File: config.mk
export PLATFORM = sky130hd
export DESIGN_NAME = phase_overcurrent_stages
export DESIGN_NICKNAME = d
export VERILOG_FILES = /design/src/hw/oc_stage.v /design/src/hw/phase_overcurrent_stages.v
export VERILOG_INCLUDE_DIRS = /design/src /design/src/hw
export SDC_FILE = /design/constraint.sdc
export NUM_CORES = 2
export LEC_CHECK = 0
export BUFFER_PORTS_ARGS = -buffer_cell sky130_fd_sc_hd__buf_2
export CORE_MARGIN = 5
export CORE_UTILIZATION = 46
export DETAILED_ROUTE_END_ITERATION = 12
export PLACE_DENSITY_LB_ADDON = 0.2
export SYNTH_ARGS = -nofsm -noshare
export SYNTH_HDL_FRONTEND = slang
export SYNTH_SLANG_ARGS = --single-unit
File: constraint.sdc
create_clock -name mclk -period 7.6 [get_ports mclk]
set_clock_uncertainty 0.05 [all_clocks]
set_input_delay 0.76 -clock mclk [delete_from_list [all_inputs] [get_ports mclk]]
set_output_delay 0.76 -clock mclk [all_outputs]
set_load 0.02 [all_outputs]
File: src/hw/oc_defs.vh
/*
 * Constants of the three phase overcurrent stages: ranges, field codes,
 * reset values and timing counts. Assumes an including file that uses
 * these names only as values and the fixed 50 MHz mclk.
 */
// Function
// (RQ1) Compare largest fundamental phase magnitude only
// (RQ2) Assert start above the start threshold
// (RQ3) Trip after over-threshold outlasts operate delay
// (RQ4) Three stages, each with own settings
// (RQ5) First stage: fixed or inverse delay
// (RQ6) Second and third stages: fixed delay only
// (RQ7) Minimum fixed delay gives instantaneous trip
// (RQ8) Inverse delay shrinks as overcurrent grows
// (RQ9) Inverse curve families and types selectable
// (RQ10) Inverse multiplier 0.025 to 20.0
// (RQ11) Measured current saturates at fifty times nominal
// (RQ12) Harmonic option only on stages one, two
// (RQ13) Harmonic option compares true RMS value
// (RQ14) Harmonics add five milliseconds operate time
// (RQ15) Four setting groups, one active
// (RQ16) Stage one threshold 0.05-5.00, step 0.01
// (RQ17) Stage one delay 0.04-300.00 s
// (RQ18) Stage two threshold 0.10-20.00, step 0.01
// (RQ19) Stage two delay 0.04-1800.00 s
// (RQ20) Stage three threshold 0.10-40.00, step 0.01
// (RQ21) Stage three delay 0.03-300.00 s
// (RQ22) Zero delay only with zero acceptance
// (RQ23) Release below 0.97 times the threshold
// (RQ24) Trip drops together with start
`ifndef OC_DEFS_VH
`define OC_DEFS_VH

// ****************************************
// Timing
// ****************************************
`define OC_MCLK_HZ 50000000
`define OC_HALF_TICK_MS 5
`define OC_HALF_TICK_CYC (`OC_MCLK_HZ / 1000 * `OC_HALF_TICK_MS)

// ****************************************
// Magnitudes, in 0.01 x nominal current
// ****************************************
`define OC_SAT_LIMIT 16'h1388
`define OC_REL_NUM 8'h61
`define OC_REL_DEN 8'h64

// ****************************************
// Setting ranges (threshold 0.01 x, delay 0.01 s, k 0.001)
// ****************************************
`define OC_THR1_MIN 12'h005
`define OC_THR1_MAX 12'h1f4
`define OC_THR2_MIN 12'h00a
`define OC_THR2_MAX 12'h7d0
`define OC_THR3_MIN 12'h00a
`define OC_THR3_MAX 12'hfa0
`define OC_DLY1_MIN 18'h00004
`define OC_DLY1_MAX 18'h07530
`define OC_DLY2_MIN 18'h00004
`define OC_DLY2_MAX 18'h2bf20
`define OC_DLY3_MIN 18'h00003
`define OC_DLY3_MAX 18'h07530
`define OC_K_MIN 15'h0019
`define OC_K_MAX 15'h4e20

// ****************************************
// Setting port fields and flag bits
// ****************************************
`define OC_FLD_THR 2'h0
`define OC_FLD_DLY 2'h1
`define OC_FLD_K 2'h2
`define OC_FLD_FLAGS 2'h3
`define OC_FLG_ZERO 0
`define OC_FLG_HARM 1
`define OC_FLG_INV 2
`define OC_FLG_FAM_LO 3
`define OC_FLG_TYP_LO 5

// ****************************************
// Curve families and types
// ****************************************
`define OC_FAM_DEF 2'h0
`define OC_FAM_IEC 2'h1
`define OC_FAM_IEEE 2'h2
`define OC_FAM_RI 2'h3
`define OC_TYP_EI 3'h0
`define OC_TYP_VI 3'h1
`define OC_TYP_NI 3'h2
`define OC_TYP_LTI 3'h3
`define OC_TYP_MI 3'h4
`define OC_UNIT_EI 8'h08
`define OC_UNIT_VI 8'h10
`define OC_UNIT_NI 8'h04
`define OC_UNIT_LTI 8'h78
`define OC_UNIT_MI 8'h02
`define OC_UNIT_RI 8'h06

// ****************************************
// Reset values
// ****************************************
`define OC_RST_THR 12'h064
`define OC_RST_DLY 18'h00064
`define OC_RST_K 15'h03e8
`define OC_RST_FLAGS 8'h00

`endif

File: src/hw/oc_stage.v
/*
 * One overcurrent stage: start with hysteresis, definite or inverse
 * operate timer, trip. Assumes saturated maximum magnitudes and
 * precomputed timer targets from the parent, all on mclk.
 */
`include "oc_defs.vh"

module oc_stage
(
    input wire mclk,
    input wire arst_n,
    input wire half_tick,
    input wire [15:0] imax_fund,
    input wire [15:0] imax_rms,
    input wire [11:0] thr,
    input wire harm_on,
    input wire inv_on,
    input wire [1:0] expo,
    input wire [31:0] target,
    output reg start,
    output reg trip
);

// ****************************************
// Measured quantity and comparisons
// ****************************************
wire [15:0] imax;
wire [15:0] thr_w;
wire above;
wire hold;
wire [23:0] lhs;
wire [23:0] rhs;
reg [2:0] level;
reg [3:0] shamt;
reg [31:0] weight;
reg [31:0] timer;
wire [31:0] next_timer;

assign imax = harm_on ? imax_rms : imax_fund; // [RQ13] [RQ1]
assign thr_w = {4'h0, thr};
assign above = imax > thr_w; // [RQ2]
assign lhs = imax * `OC_REL_DEN;
assign rhs = thr_w * `OC_REL_NUM;
// Ratio 0.97 keeps a marginal fault from chattering the start
assign hold = lhs >= rhs; // [RQ23]

// ****************************************
// Inverse weight: doubles of the threshold reached
// ****************************************
always @*
begin
    level = 3'h0;
    if (imax >= {thr_w[14:0], 1'b0})
        level = 3'h1;
    if (imax >= {thr_w[13:0], 2'b00})
        level = 3'h2;
    if (imax >= {thr_w[12:0], 3'b000})
        level = 3'h3;
    if (imax >= {thr_w[11:0], 4'h0})
        level = 3'h4;
    // Four bits hold the largest product, 4 x 3, without wrapping
    shamt = {1'b0, level} * {2'b00, expo};
    // Larger overcurrent, larger step, shorter delay
    weight = 32'h1 << shamt; // [RQ8]
end

assign next_timer = timer + (inv_on ? weight : 32'h1);

// ****************************************
// Start, timer and trip
// ****************************************
always @(posedge mclk or negedge arst_n)
begin
    if (!arst_n)
    begin
        start <= 1'b0;
        trip <= 1'b0;
        timer <= 32'h0;
    end
    else if (!start)
    begin
        timer <= 32'h0;
        if (above)
        begin
            start <= 1'b1; // [RQ2]
            trip <= (target == 32'h0); // [RQ7]
        end
    end
    else if (!hold)
    begin
        start <= 1'b0; // [RQ23]
        trip <= 1'b0; // [RQ24]
        timer <= 32'h0;
    end
    else if (half_tick && !trip)
    begin
        timer <= next_timer;
        if (next_timer >= target)
            trip <= 1'b1; // [RQ3]
    end
end

endmodule // oc_stage

File: src/hw/phase_overcurrent_stages.v
/*
 * Three phase overcurrent stages with four setting groups each, a
 * setting write/read port, maximum phase selection and event pulses.
 * Assumes phase magnitudes from measurement logic on mclk, in units of
 * 0.01 x nominal, and a trip matrix that samples start and trip levels.
 */
`include "oc_defs.vh"

module phase_overcurrent_stages
#(
    parameter HALF_TICK_CYCLES = `OC_HALF_TICK_CYC
)
(
    input wire mclk,
    input wire arst_n,
    input wire [15:0] ia_fund,
    input wire [15:0] ib_fund,
    input wire [15:0] ic_fund,
    input wire [15:0] ia_rms,
    input wire [15:0] ib_rms,
    input wire [15:0] ic_rms,
    input wire [5:0] group_sel,
    input wire set_wr,
    input wire set_rd,
    input wire [1:0] set_stage,
    input wire [1:0] set_group,
    input wire [1:0] set_field,
    input wire [17:0] set_data,
    output reg [17:0] rd_data,
    output reg rd_valid,
    output reg set_reject,
    output reg [15:0] phase_max,
    output wire [2:0] start,
    output wire [2:0] trip,
    output reg [2:0] start_on,
    output reg [2:0] start_off,
    output reg [2:0] trip_on,
    output reg [2:0] trip_off
);

// ****************************************
// Half-tick timebase (5 ms)
// ****************************************
localparam integer TICK_LAST_I = HALF_TICK_CYCLES - 1;
localparam [17:0] TICK_LAST = TICK_LAST_I[17:0];
reg [17:0] tick_cnt;
reg half_tick;

always @(posedge mclk or negedge arst_n)
begin
    if (!arst_n)
    begin
        tick_cnt <= 18'h0;
        half_tick <= 1'b0;
    end
    else
    begin
        half_tick <= (tick_cnt == TICK_LAST);
        if (tick_cnt == TICK_LAST)
            tick_cnt <= 18'h0;
        else
            tick_cnt <= tick_cnt + 18'h1;
    end
end

// ****************************************
// Saturation and largest phase
// ****************************************
wire [47:0] fund_all;
wire [47:0] rms_all;
wire [47:0] fund_sat;
wire [47:0] rms_sat;
reg [15:0] next_fmax;
reg [15:0] next_rmax;
reg [15:0] rms_max;

assign fund_all = {ic_fund, ib_fund, ia_fund};
assign rms_all = {ic_rms, ib_rms, ia_rms};

genvar p;
generate
    for (p = 0; p < 3; p = p + 1)
    begin : g_sat
        // Measurement ceiling caps how far inverse curves can reach
        assign fund_sat[p*16 +: 16] =
            (fund_all[p*16 +: 16] > `OC_SAT_LIMIT) ?
            `OC_SAT_LIMIT : fund_all[p*16 +: 16]; // [RQ11]
        assign rms_sat[p*16 +: 16] =
            (rms_all[p*16 +: 16] > `OC_SAT_LIMIT) ?
            `OC_SAT_LIMIT : rms_all[p*16 +: 16]; // [RQ11]
    end
endgenerate

always @*
begin
    next_fmax = fund_sat[15:0];
    if (fund_sat[31:16] > next_fmax)
        next_fmax = fund_sat[31:16]; // [RQ1]
    if (fund_sat[47:32] > next_fmax)
        next_fmax = fund_sat[47:32]; // [RQ1]
    next_rmax = rms_sat[15:0];
    if (rms_sat[31:16] > next_rmax)
        next_rmax = rms_sat[31:16];
    if (rms_sat[47:32] > next_rmax)
        next_rmax = rms_sat[47:32];
end

always @(posedge mclk or negedge arst_n)
begin
    if (!arst_n)
    begin
        phase_max <= 16'h0;
        rms_max <= 16'h0;
    end
    else
    begin
        phase_max <= next_fmax;
        rms_max <= next_rmax;
    end
end

// ****************************************
// Setting store: stage x group entries
// ****************************************
reg [11:0] thr_mem [0:11];
reg [17:0] dly_mem [0:11];
reg [14:0] k_mem [0:11];
reg [7:0] flg_mem [0:11];
wire [3:0] wr_idx;
reg [11:0] thr_min;
reg [11:0] thr_max;
reg [17:0] dly_min;
reg [17:0] dly_max;
reg [7:0] flg_mask;
reg [11:0] thr_clamp;
reg [17:0] dly_clamp;
reg [14:0] k_clamp;
integer i;

assign wr_idx = {set_stage, set_group};

// Per-stage limits; writes outside the range are pulled to the edge, except a zero delay
always @*
begin
    case (set_stage)
        2'h0:
        begin
            thr_min = `OC_THR1_MIN; // [RQ16]
            thr_max = `OC_THR1_MAX;
            dly_min = `OC_DLY1_MIN; // [RQ17]
            dly_max = `OC_DLY1_MAX;
            flg_mask = 8'hff; // [RQ5] [RQ12]
        end
        2'h1:
        begin
            thr_min = `OC_THR2_MIN; // [RQ18]
            thr_max = `OC_THR2_MAX;
            dly_min = `OC_DLY2_MIN; // [RQ19]
            dly_max = `OC_DLY2_MAX;
            flg_mask = 8'h03; // [RQ6]
        end
        default:
        begin
            thr_min = `OC_THR3_MIN; // [RQ20]
            thr_max = `OC_THR3_MAX;
            dly_min = `OC_DLY3_MIN; // [RQ21]
            dly_max = `OC_DLY3_MAX;
            flg_mask = 8'h01; // [RQ6] [RQ12]
        end
    endcase
    if (set_data > {6'h0, thr_max})
        thr_clamp = thr_max;
    else if (set_data < {6'h0, thr_min})
        thr_clamp = thr_min;
    else
        thr_clamp = set_data[11:0];
    // Zero is stored as zero; whether it is honoured is decided at use
    if (set_data == 18'h0)
        dly_clamp = 18'h0; // [RQ22]
    else if (set_data > dly_max)
        dly_clamp = dly_max;
    else if (set_data < dly_min)
        dly_clamp = dly_min;
    else
        dly_clamp = set_data;
    if (set_data > {3'h0, `OC_K_MAX})
        k_clamp = `OC_K_MAX; // [RQ10]
    else if (set_data < {3'h0, `OC_K_MIN})
        k_clamp = `OC_K_MIN; // [RQ10]
    else
        k_clamp = set_data[14:0];
end

always @(posedge mclk or negedge arst_n)
begin
    if (!arst_n)
    begin
        for (i = 0; i < 12; i = i + 1)
        begin
            thr_mem[i] <= `OC_RST_THR;
            dly_mem[i] <= `OC_RST_DLY;
            k_mem[i] <= `OC_RST_K;
            flg_mem[i] <= `OC_RST_FLAGS;
        end
        rd_data <= 18'h0;
        rd_valid <= 1'b0;
        set_reject <= 1'b0;
    end
    else
    begin
        rd_valid <= set_rd && (set_stage != 2'h3);
        set_reject <= (set_wr || set_rd) && (set_stage == 2'h3);
        if (set_wr && set_stage != 2'h3)
        begin
            case (set_field) // [RQ15]
                `OC_FLD_THR: thr_mem[wr_idx] <= thr_clamp;
                `OC_FLD_DLY: dly_mem[wr_idx] <= dly_clamp;
                `OC_FLD_K: k_mem[wr_idx] <= k_clamp;
                default: flg_mem[wr_idx] <= set_data[7:0] & flg_mask;
            endcase
        end
        if (set_rd && set_stage != 2'h3)
        begin
            case (set_field)
                `OC_FLD_THR: rd_data <= {6'h0, thr_mem[wr_idx]};
                `OC_FLD_DLY: rd_data <= dly_mem[wr_idx];
                `OC_FLD_K: rd_data <= {3'h0, k_mem[wr_idx]};
                default: rd_data <= {10'h0, flg_mem[wr_idx]};
            endcase
        end
        else
            rd_data <= 18'h0;
    end
end

// ****************************************
// Active group decode and timer targets
// ****************************************
genvar s;
generate
    for (s = 0; s < 3; s = s + 1)
    begin : g_stage
        localparam integer SID_I = s;
        localparam [1:0] SID = SID_I[1:0];
        localparam [17:0] DMIN = (s == 2) ? `OC_DLY3_MIN : `OC_DLY1_MIN;
        wire [3:0] idx;
        wire [7:0] flg;
        wire [17:0] dly;
        wire [1:0] fam;
        wire [2:0] typ;
        wire harm;
        wire inv;
        reg [7:0] unit;
        reg [1:0] expo;
        reg [31:0] next_target;
        reg [31:0] target;
        reg [11:0] thr;
        reg harm_q;
        reg inv_q;
        reg [1:0] expo_q;
        reg start_q;
        reg trip_q;

        assign idx = {SID, group_sel[2*s +: 2]}; // [RQ15]
        assign flg = flg_mem[idx];
        assign dly = dly_mem[idx];
        assign fam = flg[`OC_FLG_FAM_LO +: 2];
        assign typ = flg[`OC_FLG_TYP_LO +: 3];
        assign harm = flg[`OC_FLG_HARM] && (s != 2); // [RQ12]
        // Definite family under inverse mode runs as a fixed delay
        assign inv = flg[`OC_FLG_INV] && (s == 0) &&
            (fam != `OC_FAM_DEF); // [RQ5] [RQ6] [RQ9]

        always @*
        begin
            case (typ) // [RQ9]
                `OC_TYP_EI: unit = `OC_UNIT_EI;
                `OC_TYP_VI: unit = `OC_UNIT_VI;
                `OC_TYP_NI: unit = `OC_UNIT_NI;
                `OC_TYP_LTI: unit = `OC_UNIT_LTI;
                default: unit = `OC_UNIT_MI;
            endcase
            case (typ)
                `OC_TYP_EI: expo = 2'h3;
                `OC_TYP_VI: expo = 2'h2;
                default: expo = 2'h1;
            endcase
            if (fam == `OC_FAM_RI)
            begin
                unit = `OC_UNIT_RI;
                expo = 2'h1;
            end
            if (inv)
                next_target = k_mem[idx] * unit; // [RQ10]
            // Zero honoured only when accepted; otherwise minimum
            else if ((dly == 18'h0 && flg[`OC_FLG_ZERO]) || dly <= DMIN)
                next_target = 32'h0; // [RQ7] [RQ22]
            else
                next_target = {13'h0, dly, 1'b0}; // [RQ3]
            if (harm)
                next_target = next_target + 32'h1; // [RQ14]
        end

        always @(posedge mclk or negedge arst_n)
        begin
            if (!arst_n)
            begin
                target <= 32'h0;
                thr <= `OC_RST_THR;
                harm_q <= 1'b0;
                inv_q <= 1'b0;
                expo_q <= 2'h1;
                start_q <= 1'b0;
                trip_q <= 1'b0;
                start_on[s] <= 1'b0;
                start_off[s] <= 1'b0;
                trip_on[s] <= 1'b0;
                trip_off[s] <= 1'b0;
            end
            else
            begin
                target <= next_target;
                thr <= thr_mem[idx];
                harm_q <= harm;
                inv_q <= inv;
                expo_q <= expo;
                start_q <= start[s];
                trip_q <= trip[s];
                start_on[s] <= start[s] && !start_q;
                start_off[s] <= !start[s] && start_q;
                trip_on[s] <= trip[s] && !trip_q;
                trip_off[s] <= !trip[s] && trip_q;
            end
        end

        oc_stage u_stage // [RQ4]
        (
            .mclk(mclk),
            .arst_n(arst_n),
            .half_tick(half_tick),
            .imax_fund(phase_max),
            .imax_rms(rms_max),
            .thr(thr),
            .harm_on(harm_q),
            .inv_on(inv_q),
            .expo(expo_q),
            .target(target),
            .start(start[s]),
            .trip(trip[s])
        );
    end
endgenerate

endmodule // phase_overcurrent_stages

==> flow_summary.yaml <==
yosys:
  synth_area_um2: 62980
  synth_edf_count: 0
  synth_area_leader_cell: "dfrtp_1"
  synth_seq_cells: 926
  yosysWarningCount: 0
  syn_area_per_cell_um2: 10.01
  synth_cells: 6294
  synth_cell_type_count: 83
  yosysSeqAreaShare: 0.3710
  synthArstFlopShare: 1.000
  synthTopCellsByArea: "dfrtp_1 (31%), ha_1 (14%), mux4_2 (9.9%)"
  yosys.area.top_type_share: 0.3068
  synthFlopType: "dfrtp_1"
floorplan:
  die_h_um: 380.0
  dieArea_um2: 144400
  start_util: 0.4637
  io_pins: 184
  die_width_um: 380.0
  core_area_um2: 135800
  num_rows: 135
clock_network:
  clk_pin_slew_ns: 0.06
  insertion_delay_ns: 0.74
  cts_buffers: 103
  cts_tree: "yes"
  cts_max_path_buffers: 3
  htree_levels: 3
  clockRootBuffer: "clkbuf_16"
  clkSinkCount: 926
timing:
  slew_violations: 0
  setup_ws_ns: 0.02998
  setup_viol: 0
  finalCriticalPeriod_ns: 7.570
  rsz0062_at_grt: "true"
  relSlewSlack: 0.1433
  hold_violations: 0
  fmax_ghz: 0.1321
  whs_ns: 0.07170
  min_period_over_period: 0.9961
  fin_setup_tns_ns: 0
  tightest_slew_ns: 1.272
routing:
  drc: 0
  vias: 47351
  first_pass_iters: 5
  antenna_left: 0
  drt-total-wl_um: 174800
  drt-initial-drc-count: 3014
  wl_per_cell_um: 20.73
  via_per_inst: 5.615
flow_run:
  maxCapViolations: 0
power:
  seqPwrFrac: 0.354
  switching_share: 0.3397
  p_int_uw: 10540
  p_switching_uw: 5422
  ir_drop_uv: 176.1
  combPwrFrac: 0.327
  cellPowerDensity_nw_per_um2: 225.3
  clkPwrFrac: 0.318
  p_leak_uw: 0.03341
setup_path:
  path_max_fanout: 5
  worst_setup_path_end_kind: "flip-flop"
  critPathSlowestCell: "dfrtp_2"
  worstPathArrival_ns: 8.10
  crit_required_ns: 8.13
  slowest_delay_ns: 0.46
  setup.worst_path.start_class: "flip-flop"
  crit_type: "reg -> reg"
layout:
  final_nets: 7485
  most-common-layout-cells: "nand2_1 (883), dfrtp_1 (771), ha_1 (695)"
  final_cells: 8433
  final_common_cell: "nand2_1"
  area_growth_syn_to_layout_pct: 12.49
  drive_gt1_frac: 0.1868
  design_area_um2: 70840
global_routing:
  track_usage: 0.2404
  grt_pass1_vias: 47664
  grt_first_pass_wirelength_um: 276200
  grt_max_degree: 170
  overflow: 0
  antenna_found_initial: 12
place:
  dp_cells: 8224
  place.gp.congestion: 0.8985
  hpwlAfterDp_um: 128500
  place_area_um2: 67040
  io_buffers: 183
  post-place-ws_ns: -0.7001
worst_hold_path:
  hold_path_class: "in -> async"
status:
  outcome: "completed"
-- metrics by stage --
stage               total power, uW  utilization
floorplan                      9289            -
global placement              10800       0.4936
detailed placement            10890       0.4936
CTS                           16060       0.5201
global route                  17030       0.5216
finish                        15960       0.5217
-- worst paths after layout --
kind | startpoint | endpoint | slack (ns) | cells after the start
worst max register to register | g_stage[0].target[0] | g_stage[0].u_stage.trip | 0.03 | 35
min in group mclk | set_rd | set_reject | 0.27 | 3
max in group asynchronous | arst_n | g_stage[0].target[0] | 5.56 | 3
worst max-delay path | g_stage[0].target[0] | g_stage[0].u_stage.trip | 0.03 | 35
worst min-delay path | arst_n | flg_mem[44] | 0.07 | 1
worst min register to register | g_stage[0].start_q | start_on[0] | 0.36 | 1
-- flip-flops by register name, indices dropped and copies added, names as in the netlist, 18 cells and up --
| register | count |
|---|---|
| tick_cnt | 18 |
| flg_mem | 96 |
| k_mem | 180 |
| g_stage.target | 60 |
| dly_mem | 216 |
| g_stage.u_stage.timer | 96 |
| g_stage.thr | 36 |
| thr_mem | 144 |
| rd_data | 18 |
-- critical path: cells and delay by family, from the launching register on --
kind            cells  cell delay, ns
compound gates     17            3.00
xor+xnor            1            0.19
fa+ha+maj           5            1.44
buf+inv             2            0.26
flops               1            0.46
mux                 1            0.28
simple gates        9            1.77
-- final cells by class --
class                      count  area, um2
multi-input combinational   4618      36980
timing repair buffer         452       3063
inverter                     458       1719
sequential                   926      23370
antenna                        4      10.01
clock buffer                 157       3020
fill                       12356      64960
tap                         1781       2228
clock inverter                37      459.2
-- what timing repair did --
action,4_1_cts,5_1_grt
buffers inserted,6,6
gates resized for setup,19,41
pin swaps,17,26
hold buffers,0,0
endpoints found under the hold margin,0,0
endpoints found under the setup margin,1,1
-- per-layer routing --
metal  up-vias  wire [um]  GRT usage
met5         -         47          0
met2      1104      79400     0.3835
met3       242       9154    0.03724
li1      22639          -          -
met1     23360      81470     0.3448
met4         6       4769    0.06277
-- logic make-up after synthesis --
group	synth area share
other cells	0.0001193
simple gates	0.1331
buf+inv	0.04772
compound gates	0.1168
xor+xnor	0.03338
mux	0.1281
flops	0.3710
fa+ha+maj	0.1698
-- power by group through the flow --
stage / combinational, uW / sequential [uW] / clock, uW
CTS: 5220 / 5650 / 5190
global placement: 5090 / 5710 / 0
floorplan: 3610 / 5680 / 0
finish: 5230 / 5650 / 5080
detailed placement: 5160 / 5740 / 0
global route: 5920 / 5710 / 5400
-- cell usage after synthesis, drive strengths merged, types with 16 or more instances --
master    n
a211oi   32
a21o     65
a21oi   265
a22o     24
a31oi    18
and2     49
and3     65
buf      71
clkbuf  249
dfrtp   772
dfstp   154
fa       98
ha      698
inv     458
mux2    118
mux2i    50
mux4    277
nand2   883
nand2b   58
nand3    89
nand4    59
nor2    322
nor2b   117
nor3     78
nor4     51
o21a     59
o21ai   668
o31ai    21
or3      16
xnor2   138
xor2    102
No activity file was read; power rests on OpenSTA's default activity.
